**config.mk**
```make
export PLATFORM = sky130hd
export DESIGN_NAME = dio_port
export DESIGN_NICKNAME = d
export VERILOG_FILES = /design/src/shared/dio_pkg.sv /design/src/shared/pwm_if.sv /design/src/hw/pwm_gen.sv /design/src/hw/dio_port.sv
export SDC_FILE = /design/constraint.sdc
export NUM_CORES = 1
export LEC_CHECK = 0
export ABC_AREA = 1
export BUFFER_PORTS_ARGS = -buffer_cell sky130_fd_sc_hd__buf_4
export CAP_MARGIN = 20
export CORE_ASPECT_RATIO = 1.4
export CORE_MARGIN = 5
export CORE_UTILIZATION = 40
export DETAILED_ROUTE_END_ITERATION = 12
export HOLD_SLACK_MARGIN = 0.15
export SLEW_MARGIN = 10
export SYNTH_ARGS = -nofsm -noshare
export SYNTH_HDL_FRONTEND = slang
export SYNTH_SLANG_ARGS = --single-unit
export TNS_END_PERCENT = 30
```
**constraint.sdc**
```tcl
create_clock -name sys_clk -period 7.4 [get_ports sys_clk]
set_input_delay 2.22 -clock sys_clk [delete_from_list [all_inputs] [get_ports sys_clk]]
set_output_delay 2.22 -clock sys_clk [all_outputs]
set_load 0.01 [all_outputs]
```
**src/shared/dio_pkg.sv**
```systemverilog
// constants, register map and types of the rear panel digital I/O port
package dio_pkg;
    // ==========================================================
    // port geometry
    localparam int NUM_PINS = 7;
    localparam int PIN_CLEAR = 0;
    localparam int PIN_PROT_STATE = 1;
    localparam int PIN_TRIGGER = 3;
    localparam int PIN_INHIBIT = 4;
    // ==========================================================
    // timing
    localparam int CLK_FREQ_HZ = 25_000_000;
    localparam int PWM_TICK_NS = 1000;
    localparam int PWM_TICK_CYCLES = (CLK_FREQ_HZ / 1_000_000) * PWM_TICK_NS / 1000;
    // ==========================================================
    // register offsets (byte addresses)
    localparam logic [7:0] FUNC_SEL_OFS = 8'h00;
    localparam logic [7:0] INVERT_OFS = 8'h04;
    localparam logic [7:0] OUT_VALUE_OFS = 8'h08;
    localparam logic [7:0] PWM_ENABLE_OFS = 8'h0C;
    localparam logic [7:0] PWM_PERIOD_OFS = 8'h10;
    localparam logic [7:0] PWM_DUTY_OFS = 8'h14;
    localparam logic [7:0] INPUT_LEVEL_OFS = 8'h18;
    localparam logic [7:0] EDGE_EVENT_OFS = 8'h1C;
    localparam logic [7:0] CONTROL_OFS = 8'h20;
    localparam logic [7:0] STATUS_OFS = 8'h24;
    // ==========================================================
    // fields and reset values
    localparam int PERIOD_W = 16;
    localparam int DUTY_W = 7;
    localparam logic [DUTY_W-1:0] DUTY_FULL = 7'h64;
    localparam logic [1:0] FUNC_CODE_INPUT = 2'h1;
    localparam logic [1:0] FUNC_CODE_OUTPUT = 2'h2;
    localparam int FAULT_ACTION_BIT = 0;
    localparam int STAT_PROT_BIT = 0;
    localparam int STAT_ZERO_BIT = 1;
    localparam int STAT_OFF_BIT = 2;
    localparam logic [2*NUM_PINS-1:0] FUNC_SEL_RST = 14'h0000;
    localparam logic [PERIOD_W-1:0] PWM_PERIOD_RST = 16'h2710;
    localparam logic [DUTY_W-1:0] PWM_DUTY_RST = 7'h0A;
    // ==========================================================
    // types
    typedef enum logic [1:0] {FUNC_SPECIAL, FUNC_INPUT, FUNC_OUTPUT} pin_func_t;
    typedef enum logic {BUS_IDLE, BUS_ANSWER} bus_state_t;
endpackage : dio_pkg

```
**src/shared/pwm_if.sv**
```systemverilog
// carrier between the port logic and the shared pwm generator
`timescale 1ns/1ps
interface pwm_if;
    logic [15:0] periodTicks;
    logic [6:0] dutyPct;
    logic pwmLow;
    modport gen (input periodTicks, input dutyPct, output pwmLow);
    modport user (output periodTicks, output dutyPct, input pwmLow);
endinterface : pwm_if

```
**src/hw/pwm_gen.sv**
```systemverilog
// pwm generator shared by all pins, period in microsecond ticks
`timescale 1ns/1ps
module pwm_gen
    import dio_pkg::*;
#(
    parameter int TICK_CYCLES = PWM_TICK_CYCLES
)
(
    // clock and reset
    input wire logic sys_clk,
    input wire logic reset_n,
    // settings and waveform
    pwm_if.gen pwm
);
    localparam int DIV_W = $clog2(TICK_CYCLES + 1);
    localparam logic [DIV_W-1:0] DIV_LAST = DIV_W'(TICK_CYCLES - 1);

    logic [DIV_W-1:0] divCnt_q;
    logic tick_q;
    logic [PERIOD_W-1:0] phase_q;
    logic [PERIOD_W+DUTY_W-1:0] phaseScaled;
    logic [PERIOD_W+DUTY_W-1:0] lowLimit;

    // ==========================================================
    // microsecond enable pulse
    always_ff @(posedge sys_clk or negedge reset_n)
    begin
        if (!reset_n)
        begin
            divCnt_q <= '0;
            tick_q <= 1'b0;
        end
        else if (divCnt_q == DIV_LAST)
        begin
            divCnt_q <= '0;
            tick_q <= 1'b1;
        end
        else
        begin
            divCnt_q <= divCnt_q + 1'b1;
            tick_q <= 1'b0;
        end
    end

    // ==========================================================
    // phase within the period
    always_ff @(posedge sys_clk or negedge reset_n)
    begin
        if (!reset_n)
            phase_q <= '0;
        else if (tick_q)
        begin
            if (phase_q >= pwm.periodTicks - 1'b1 || pwm.periodTicks == '0)
                phase_q <= '0;
            else
                phase_q <= phase_q + 1'b1;
        end
    end

    // low while phase/period is below duty/100
    assign phaseScaled = (PERIOD_W+DUTY_W)'(phase_q) * (PERIOD_W+DUTY_W)'(DUTY_FULL);
    assign lowLimit = (PERIOD_W+DUTY_W)'(pwm.periodTicks) * (PERIOD_W+DUTY_W)'(pwm.dutyPct);

    always_ff @(posedge sys_clk or negedge reset_n)
    begin
        if (!reset_n)
            pwm.pwmLow <= 1'b0;
        else
            pwm.pwmLow <= (pwm.periodTicks != '0) && (phaseScaled < lowLimit);
    end
endmodule : pwm_gen

```
**src/hw/dio_port.sv**
```systemverilog
// seven pin digital I/O port with Avalon-MM register access
`timescale 1ns/1ps
module dio_port
    import dio_pkg::*;
(
    // clock and reset
    input wire logic sys_clk,
    input wire logic reset_n,
    // avalon-mm slave
    input wire logic [7:0] avs_address,
    input wire logic avs_read,
    input wire logic avs_write,
    input wire logic [31:0] avs_writedata,
    input wire logic [3:0] avs_byteenable,
    output logic [31:0] avs_readdata,
    output logic avs_waitrequest,
    // terminal pins
    input wire logic [NUM_PINS-1:0] pinIn,
    output logic [NUM_PINS-1:0] pinOut,
    output logic [NUM_PINS-1:0] pinOe,
    // supply control
    input wire logic protTrip,
    output logic protectionStateOut,
    output logic supplyForceZero,
    output logic supplyOutputOff,
    output logic listTrigger,
    output logic dlogTrigger
);
    // ==========================================================
    // helpers
    function automatic pin_func_t funcOf(input logic [2*NUM_PINS-1:0] sel, input int idx);
        logic [1:0] code;
        code = sel[2*idx +: 2];
        case (code)
            FUNC_CODE_INPUT: funcOf = FUNC_INPUT;
            FUNC_CODE_OUTPUT: funcOf = FUNC_OUTPUT;
            default: funcOf = FUNC_SPECIAL;
        endcase
    endfunction : funcOf

    function automatic logic [31:0] beMerge(input logic [31:0] old, input logic [31:0] wd,
                                            input logic [3:0] be);
        logic [31:0] res;
        res = old;
        for (int b = 0; b < 4; b++)
            if (be[b])
                res[8*b +: 8] = wd[8*b +: 8];
        beMerge = res;
    endfunction : beMerge

    // ==========================================================
    // state
    bus_state_t busState_q;
    logic [2*NUM_PINS-1:0] funcSel_q;
    logic [NUM_PINS-1:0] invert_q;
    logic [NUM_PINS-1:0] outValue_q;
    logic [NUM_PINS-1:0] pwmEnable_q;
    logic [PERIOD_W-1:0] pwmPeriod_q;
    logic [DUTY_W-1:0] pwmDuty_q;
    logic faultAction_q;
    logic [NUM_PINS-1:0] sync1_q;
    logic [NUM_PINS-1:0] sync2_q;
    logic [NUM_PINS-1:0] inputLevel_q;
    logic [NUM_PINS-1:0] edgeEvent_q;
    logic [NUM_PINS-1:0] levelNow;
    logic [NUM_PINS-1:0] fall;
    logic [31:0] rdMux;
    logic writeFire;
    logic clearPulse;
    logic trigPulse;
    logic faultNow;
    pwm_if pwmBus();

    assign writeFire = (busState_q == BUS_ANSWER) && avs_write;

    // ==========================================================
    // bus slave: one wait cycle, then answer
    always_ff @(posedge sys_clk or negedge reset_n)
    begin
        if (!reset_n)
        begin
            busState_q <= BUS_IDLE;
            avs_waitrequest <= 1'b1;
            avs_readdata <= 32'h00000000;
        end
        else
        begin
            case (busState_q)
                BUS_IDLE:
                begin
                    if (avs_read || avs_write)
                    begin
                        busState_q <= BUS_ANSWER;
                        avs_waitrequest <= 1'b0;
                        avs_readdata <= avs_read ? rdMux : 32'h00000000;
                    end
                end
                BUS_ANSWER:
                begin
                    busState_q <= BUS_IDLE;
                    avs_waitrequest <= 1'b1;
                end
                default:
                begin
                    busState_q <= BUS_IDLE;
                    avs_waitrequest <= 1'b1;
                end
            endcase
        end
    end

    always_comb
    begin
        rdMux = 32'h00000000;
        case (avs_address)
            FUNC_SEL_OFS: rdMux = 32'(funcSel_q);
            INVERT_OFS: rdMux = 32'(invert_q);
            OUT_VALUE_OFS: rdMux = 32'(outValue_q);
            PWM_ENABLE_OFS: rdMux = 32'(pwmEnable_q);
            PWM_PERIOD_OFS: rdMux = 32'(pwmPeriod_q);
            PWM_DUTY_OFS: rdMux = 32'(pwmDuty_q);
            INPUT_LEVEL_OFS: rdMux = 32'(inputLevel_q);
            EDGE_EVENT_OFS: rdMux = 32'(edgeEvent_q);
            CONTROL_OFS: rdMux = 32'(faultAction_q);
            STATUS_OFS: rdMux = 32'({supplyOutputOff, supplyForceZero, protectionStateOut});
            default: rdMux = 32'h00000000;
        endcase
    end

    // ==========================================================
    // configuration registers
    always_ff @(posedge sys_clk or negedge reset_n)
    begin
        if (!reset_n)
        begin
            funcSel_q <= FUNC_SEL_RST;
            invert_q <= '0;
            outValue_q <= '0;
            pwmEnable_q <= '0;
            pwmPeriod_q <= PWM_PERIOD_RST;
            pwmDuty_q <= PWM_DUTY_RST;
            faultAction_q <= 1'b0;
        end
        else if (writeFire)
        begin
            case (avs_address)
                FUNC_SEL_OFS:
                    funcSel_q <= 14'(beMerge(32'(funcSel_q), avs_writedata, avs_byteenable));
                INVERT_OFS:
                    invert_q <= 7'(beMerge(32'(invert_q), avs_writedata, avs_byteenable));
                OUT_VALUE_OFS:
                    outValue_q <= 7'(beMerge(32'(outValue_q), avs_writedata, avs_byteenable));
                PWM_ENABLE_OFS:
                    pwmEnable_q <= 7'(beMerge(32'(pwmEnable_q), avs_writedata, avs_byteenable));
                PWM_PERIOD_OFS:
                    pwmPeriod_q <= 16'(beMerge(32'(pwmPeriod_q), avs_writedata, avs_byteenable));
                PWM_DUTY_OFS:
                    pwmDuty_q <= 7'(beMerge(32'(pwmDuty_q), avs_writedata, avs_byteenable));
                CONTROL_OFS:
                    faultAction_q <= avs_byteenable[0] ? avs_writedata[FAULT_ACTION_BIT]
                                                       : faultAction_q;
                default:
                    faultAction_q <= faultAction_q;
            endcase
        end
    end

    // ==========================================================
    // input sampling, polarity and falling edges
    always_ff @(posedge sys_clk or negedge reset_n)
    begin
        if (!reset_n)
        begin
            sync1_q <= '1;
            sync2_q <= '1;
        end
        else
        begin
            sync1_q <= pinIn;
            sync2_q <= sync1_q;
        end
    end

    assign levelNow = sync2_q ^ invert_q;
    assign fall = inputLevel_q & ~levelNow;

    always_ff @(posedge sys_clk or negedge reset_n)
    begin
        if (!reset_n)
            inputLevel_q <= '1;
        else
            inputLevel_q <= levelNow;
    end

    // sticky edge events, write one to clear, new edge wins
    always_ff @(posedge sys_clk or negedge reset_n)
    begin
        if (!reset_n)
            edgeEvent_q <= '0;
        else if (writeFire && avs_address == EDGE_EVENT_OFS && avs_byteenable[0])
            edgeEvent_q <= (edgeEvent_q & ~avs_writedata[NUM_PINS-1:0]) | fall;
        else
            edgeEvent_q <= edgeEvent_q | fall;
    end

    // ==========================================================
    // special functions
    assign clearPulse = (funcOf(funcSel_q, PIN_CLEAR) == FUNC_SPECIAL) && fall[PIN_CLEAR];
    assign trigPulse = (funcOf(funcSel_q, PIN_TRIGGER) == FUNC_SPECIAL) && fall[PIN_TRIGGER];
    assign faultNow = (funcOf(funcSel_q, PIN_INHIBIT) == FUNC_SPECIAL) && !levelNow[PIN_INHIBIT];

    always_ff @(posedge sys_clk or negedge reset_n)
    begin
        if (!reset_n)
            protectionStateOut <= 1'b0;
        else if (protTrip)
            protectionStateOut <= 1'b1;
        else if (clearPulse)
            protectionStateOut <= 1'b0;
    end

    always_ff @(posedge sys_clk or negedge reset_n)
    begin
        if (!reset_n)
        begin
            supplyForceZero <= 1'b0;
            supplyOutputOff <= 1'b0;
        end
        else
        begin
            supplyForceZero <= faultNow && !faultAction_q;
            supplyOutputOff <= faultNow && faultAction_q;
        end
    end

    always_ff @(posedge sys_clk or negedge reset_n)
    begin
        if (!reset_n)
        begin
            listTrigger <= 1'b0;
            dlogTrigger <= 1'b0;
        end
        else
        begin
            listTrigger <= trigPulse;
            dlogTrigger <= trigPulse;
        end
    end

    // ==========================================================
    // pwm generator
    assign pwmBus.periodTicks = pwmPeriod_q;
    assign pwmBus.dutyPct = pwmDuty_q;

    pwm_gen #(.TICK_CYCLES(PWM_TICK_CYCLES)) u_pwm (
        .sys_clk(sys_clk),
        .reset_n(reset_n),
        .pwm(pwmBus.gen)
    );

    genvar gi;
    generate
        for (gi = 0; gi < NUM_PINS; gi++)
        begin : g_pin
            pin_func_t pinFunc;
            logic logicTrue;
            logic drive;
            assign pinFunc = funcOf(funcSel_q, gi);
            always_comb
            begin
                logicTrue = 1'b0;
                drive = 1'b0;
                case (pinFunc)
                    FUNC_OUTPUT:
                    begin
                        drive = 1'b1;
                        logicTrue = pwmEnable_q[gi] ? pwmBus.pwmLow : outValue_q[gi];
                    end
                    FUNC_SPECIAL:
                    begin
                        drive = (gi == PIN_PROT_STATE);
                        logicTrue = (gi == PIN_PROT_STATE) && protectionStateOut;
                    end
                    default:
                    begin
                        drive = 1'b0;
                        logicTrue = 1'b0;
                    end
                endcase
            end

            always_ff @(posedge sys_clk or negedge reset_n)
            begin
                if (!reset_n)
                begin
                    pinOut[gi] <= 1'b1;
                    pinOe[gi] <= 1'b0;
                end
                else
                begin
                    pinOe[gi] <= drive;
                    pinOut[gi] <= ~logicTrue ^ invert_q[gi];
                end
            end

        end
    endgenerate
endmodule : dio_port

```
==> out/qor.yml <==
drt:
  routed_via_density: 4.793
  ant_nets: 0
  drc: 0
  vias: 10490
  drt_iter0_drc: 447
  avgRoutedWirePerCell_um: 15.43
  drt-pass1-iter-count: 5
  routed_wl_um: 33760
logic_synthesis:
  synth_top_area_share_pct: 21.05
  seq_area_frac_synth_pct: 28.29
  synth_cell_type_count: 45
  syn_area_um2: 13070
  synthArstFlopShare_pct: 100.0
  synth-edff-count: 0
  synth_most_common_cell: "nand2_1"
  synth_commonest_cells: "nand2_1, inv_1, ha_1, dfrtp_1, nor2_1"
  synthCells: 1686
  yosysTopAreaCell: "dfrtp_1"
  synth-seq-cells: 146
  synthTopCellsByArea: "dfrtp_1, ha_1, nand2_1"
  ys_warn_count: 0
  synth.avg_cell_area_um2: 7.754
  ys.flop_type: "dfrtp_1"
global_route:
  grt_max_degree: 93
  grt_pass1_vias: 10930
  antenna_found_initial: 0
  grt_first_pass_wirelength_um: 54970
  grt_use_total_pct: 18.90
  gr-total-overflow: 0
setup_path:
  path_class: "reg -> reg"
  cp-start-kind: "register"
  critPathArrivalTime_ps: 5970
  critPathRequiredTime_ps: 7690
  rr_startpoint: "pwmBus.dutyPct[4]"
  ff2ff_setup_slack_ps: 1720
  cp-end-kind: "register"
  crit_fanout: 18
  reg2reg_depth: 24
  reg2reg_to: "u_pwm.pwm.pwmLow"
place:
  place_congestion: 0.9122
  dp_hpwl_um: 27300
  pre_cts_slack_ps: 1715
  numPortBuffers: 73
floorplanning:
  die_w_um: 162.8
  die-area_um2: 36450
  pin_count: 108
  rows: 78
  fp.coreArea_um2: 32400
  dieHeight_um: 223.9
  start_util_pct: 40.35
timing:
  finalSetupViolCount: 0
  max_freq_mhz: 176.2
  slew_headroom_pct: 44.09
  tns_ps: 0
  worst_slew_pin_slew_ps: 838.6
  fin_crit_ps: 5676
  fin_ws_ps: 1724
  slew_violations: 0
  skew_ps: 8.771
  period_share_pct: 76.70
  hold_viol: 0
  rsz0062_at_grt: "false"
final_layout:
  area_growth_pct: 10.52
  drive_gt1_share_pct: 10.64
  final_util_pct: 44.59
  fin_nets: 2010
  fillers: 3316
  diodes: 0
worst_hold_path:
  hold_path.startpoint: "sync1_q[5]"
  hold_end: "sync2_q[5]"
  hold_class: "reg -> reg"
  hold_depth: 0
power:
  p_per_area_nw_per_um2: 122.4
  p_leak_nw: 8.349
  p_total_mw: 1.768
  ir_drop_mv: 0.1782
cts:
  cts-root-buf: "clkbuf_16"
  cts_tree: "done"
  clk_latency_ps: 420
  h-tree-depth: 4
  cts_resized: 0
  cts_made_buffers: 17
  postCtsHoldBufs: 0
  clock_sinks: 146
  post_cts_buffers: 0
  cts.clk_slew.worst_paths_ps: 60
  clockBufferDepth: 2
run:
  cap_viol_max_count: 0
run_status:
  status: "completed"
critical path, cell delays in order, from the launching register on:
cell and delay, ps:
dfrtp_1 840, nand2_1 140, inv_1 100, fa_1 440, fa_1 530, fa_1 540, inv_1 50, fa_1 530
inv_1 40, ha_1 370, nand2_1 140, nor2_1 250, inv_1 90, nor3_1 160, nand3_1 160, nand4_1 140
nand2_1 70, ha_1 290, nand2_1 60, nor2_1 140, nand2_1 90, nor2_1 100, nand2_1 60, nand3_1 150
nor2_1 60
layout by cell type (no fill, tap or decap), types with 3 or more instances in the layout:
cell type,netlist,routed
nand2_1,458,458
inv_1,316,316
ha_1,139,139
dfrtp_1,110,110
nor2_1,88,88
a21oi_1,80,80
fa_1,80,80
buf_4,22,75
o21ai_0,73,73
nand3_1,54,54
xor2_1,43,43
dfstp_2,36,36
o21ai_1,30,30
xnor2_1,23,23
clkbuf_16,0,17
conb_1,1,16
nand4_1,11,11
nor2_4,10,10
nor2_2,9,9
nor3_1,8,8
nand2_2,8,8
o21bai_1,7,7
clkinv_2,0,7
inv_2,6,6
a21o_1,6,6
or2_2,3,3
nor4_1,3,3
clkinvlp_4,0,3
report_power, final:
group | total [mW] | switching (mW) | internal, mW
Combinational | 0.128 | 0.0843 | 0.0435
Sequential | 0.838 | 0.0173 | 0.820
Clock | 0.803 | 0.343 | 0.460
cell type report:
cell class,count,area (um^2),area share [%]
clock buffer,18,429.2,2.970
clock inverter,14,113.9,0.7880
sequential,146,3699,25.60
timing repair buffer,76,574.3,3.975
tap,440,550.5,3.810
inverter,324,1219,8.434
multi-input combinational,1170,7864,54.42
cells by family (layout without fill, tap and decap cells):
group                      Yosys count  after routing  share of synthesized area [%]
adders and majority gates          219            219                          25.55
other                                1             16                        0.02868
AOI/OAI and AO/OA                  211            211                          8.699
buffers and inverters              385            432                          11.99
xor gates and xnor gates            66             66                          4.421
and+or+nand+nor                    658            658                          21.02
DFF                                146            146                          28.29
flip-flops by register name, summed over array words and instances, names as in the netlist, 5 cells and up:
register and count:
avs_readdata 16, pwmEnable_q 7, invert_q 7, sync2_q 7, pwmBus.dutyPct 7, pinOe 7
sync1_q 7, u_pwm.phase_q 16, u_pwm.divCnt_q 5, pinOut 7, funcSel_q 14, pwmBus.periodTicks 16
edgeEvent_q 7, inputLevel_q 7, outValue_q 7
per-stage QoR:
stage	std cells	hold slack [ps]	cell area (um^2)
5_1_grt	2188	357.5	14450
2_1_floorplan	1701	345.2	13130
3_5_place_dp	2156	347.5	13910
3_3_place_gp	2156	346.7	13910
4_1_cts	2188	354.3	14450
6_report	2188	352.1	14450
worst max-delay path by stage:
stage                       endpoint  slack (ps)               from  cells after the start
floorplan           u_pwm.pwm.pwmLow        2200  pwmBus.dutyPct[3]                     25
global placement    u_pwm.pwm.pwmLow        1840  pwmBus.dutyPct[6]                     27
detailed placement  u_pwm.pwm.pwmLow        1710  pwmBus.dutyPct[4]                     24
CTS                 u_pwm.pwm.pwmLow        1700  pwmBus.dutyPct[4]                     24
global route        u_pwm.pwm.pwmLow        1220  pwmBus.dutyPct[4]                     27
finish              u_pwm.pwm.pwmLow        1720  pwmBus.dutyPct[4]                     24
layer usage:
layer | share of wire [%] | GRT usage [%] | up-vias
met3 | 2.5 | 2.006 | 64
li1 | - | - | 5277
met2 | 55 | 36.54 | 192
met1 | 39 | 20.42 | 4955
met4 | 4.4 | 8.446 | 0
met5 | 0 | 0 | -
(Power assumes the default switching activity.)
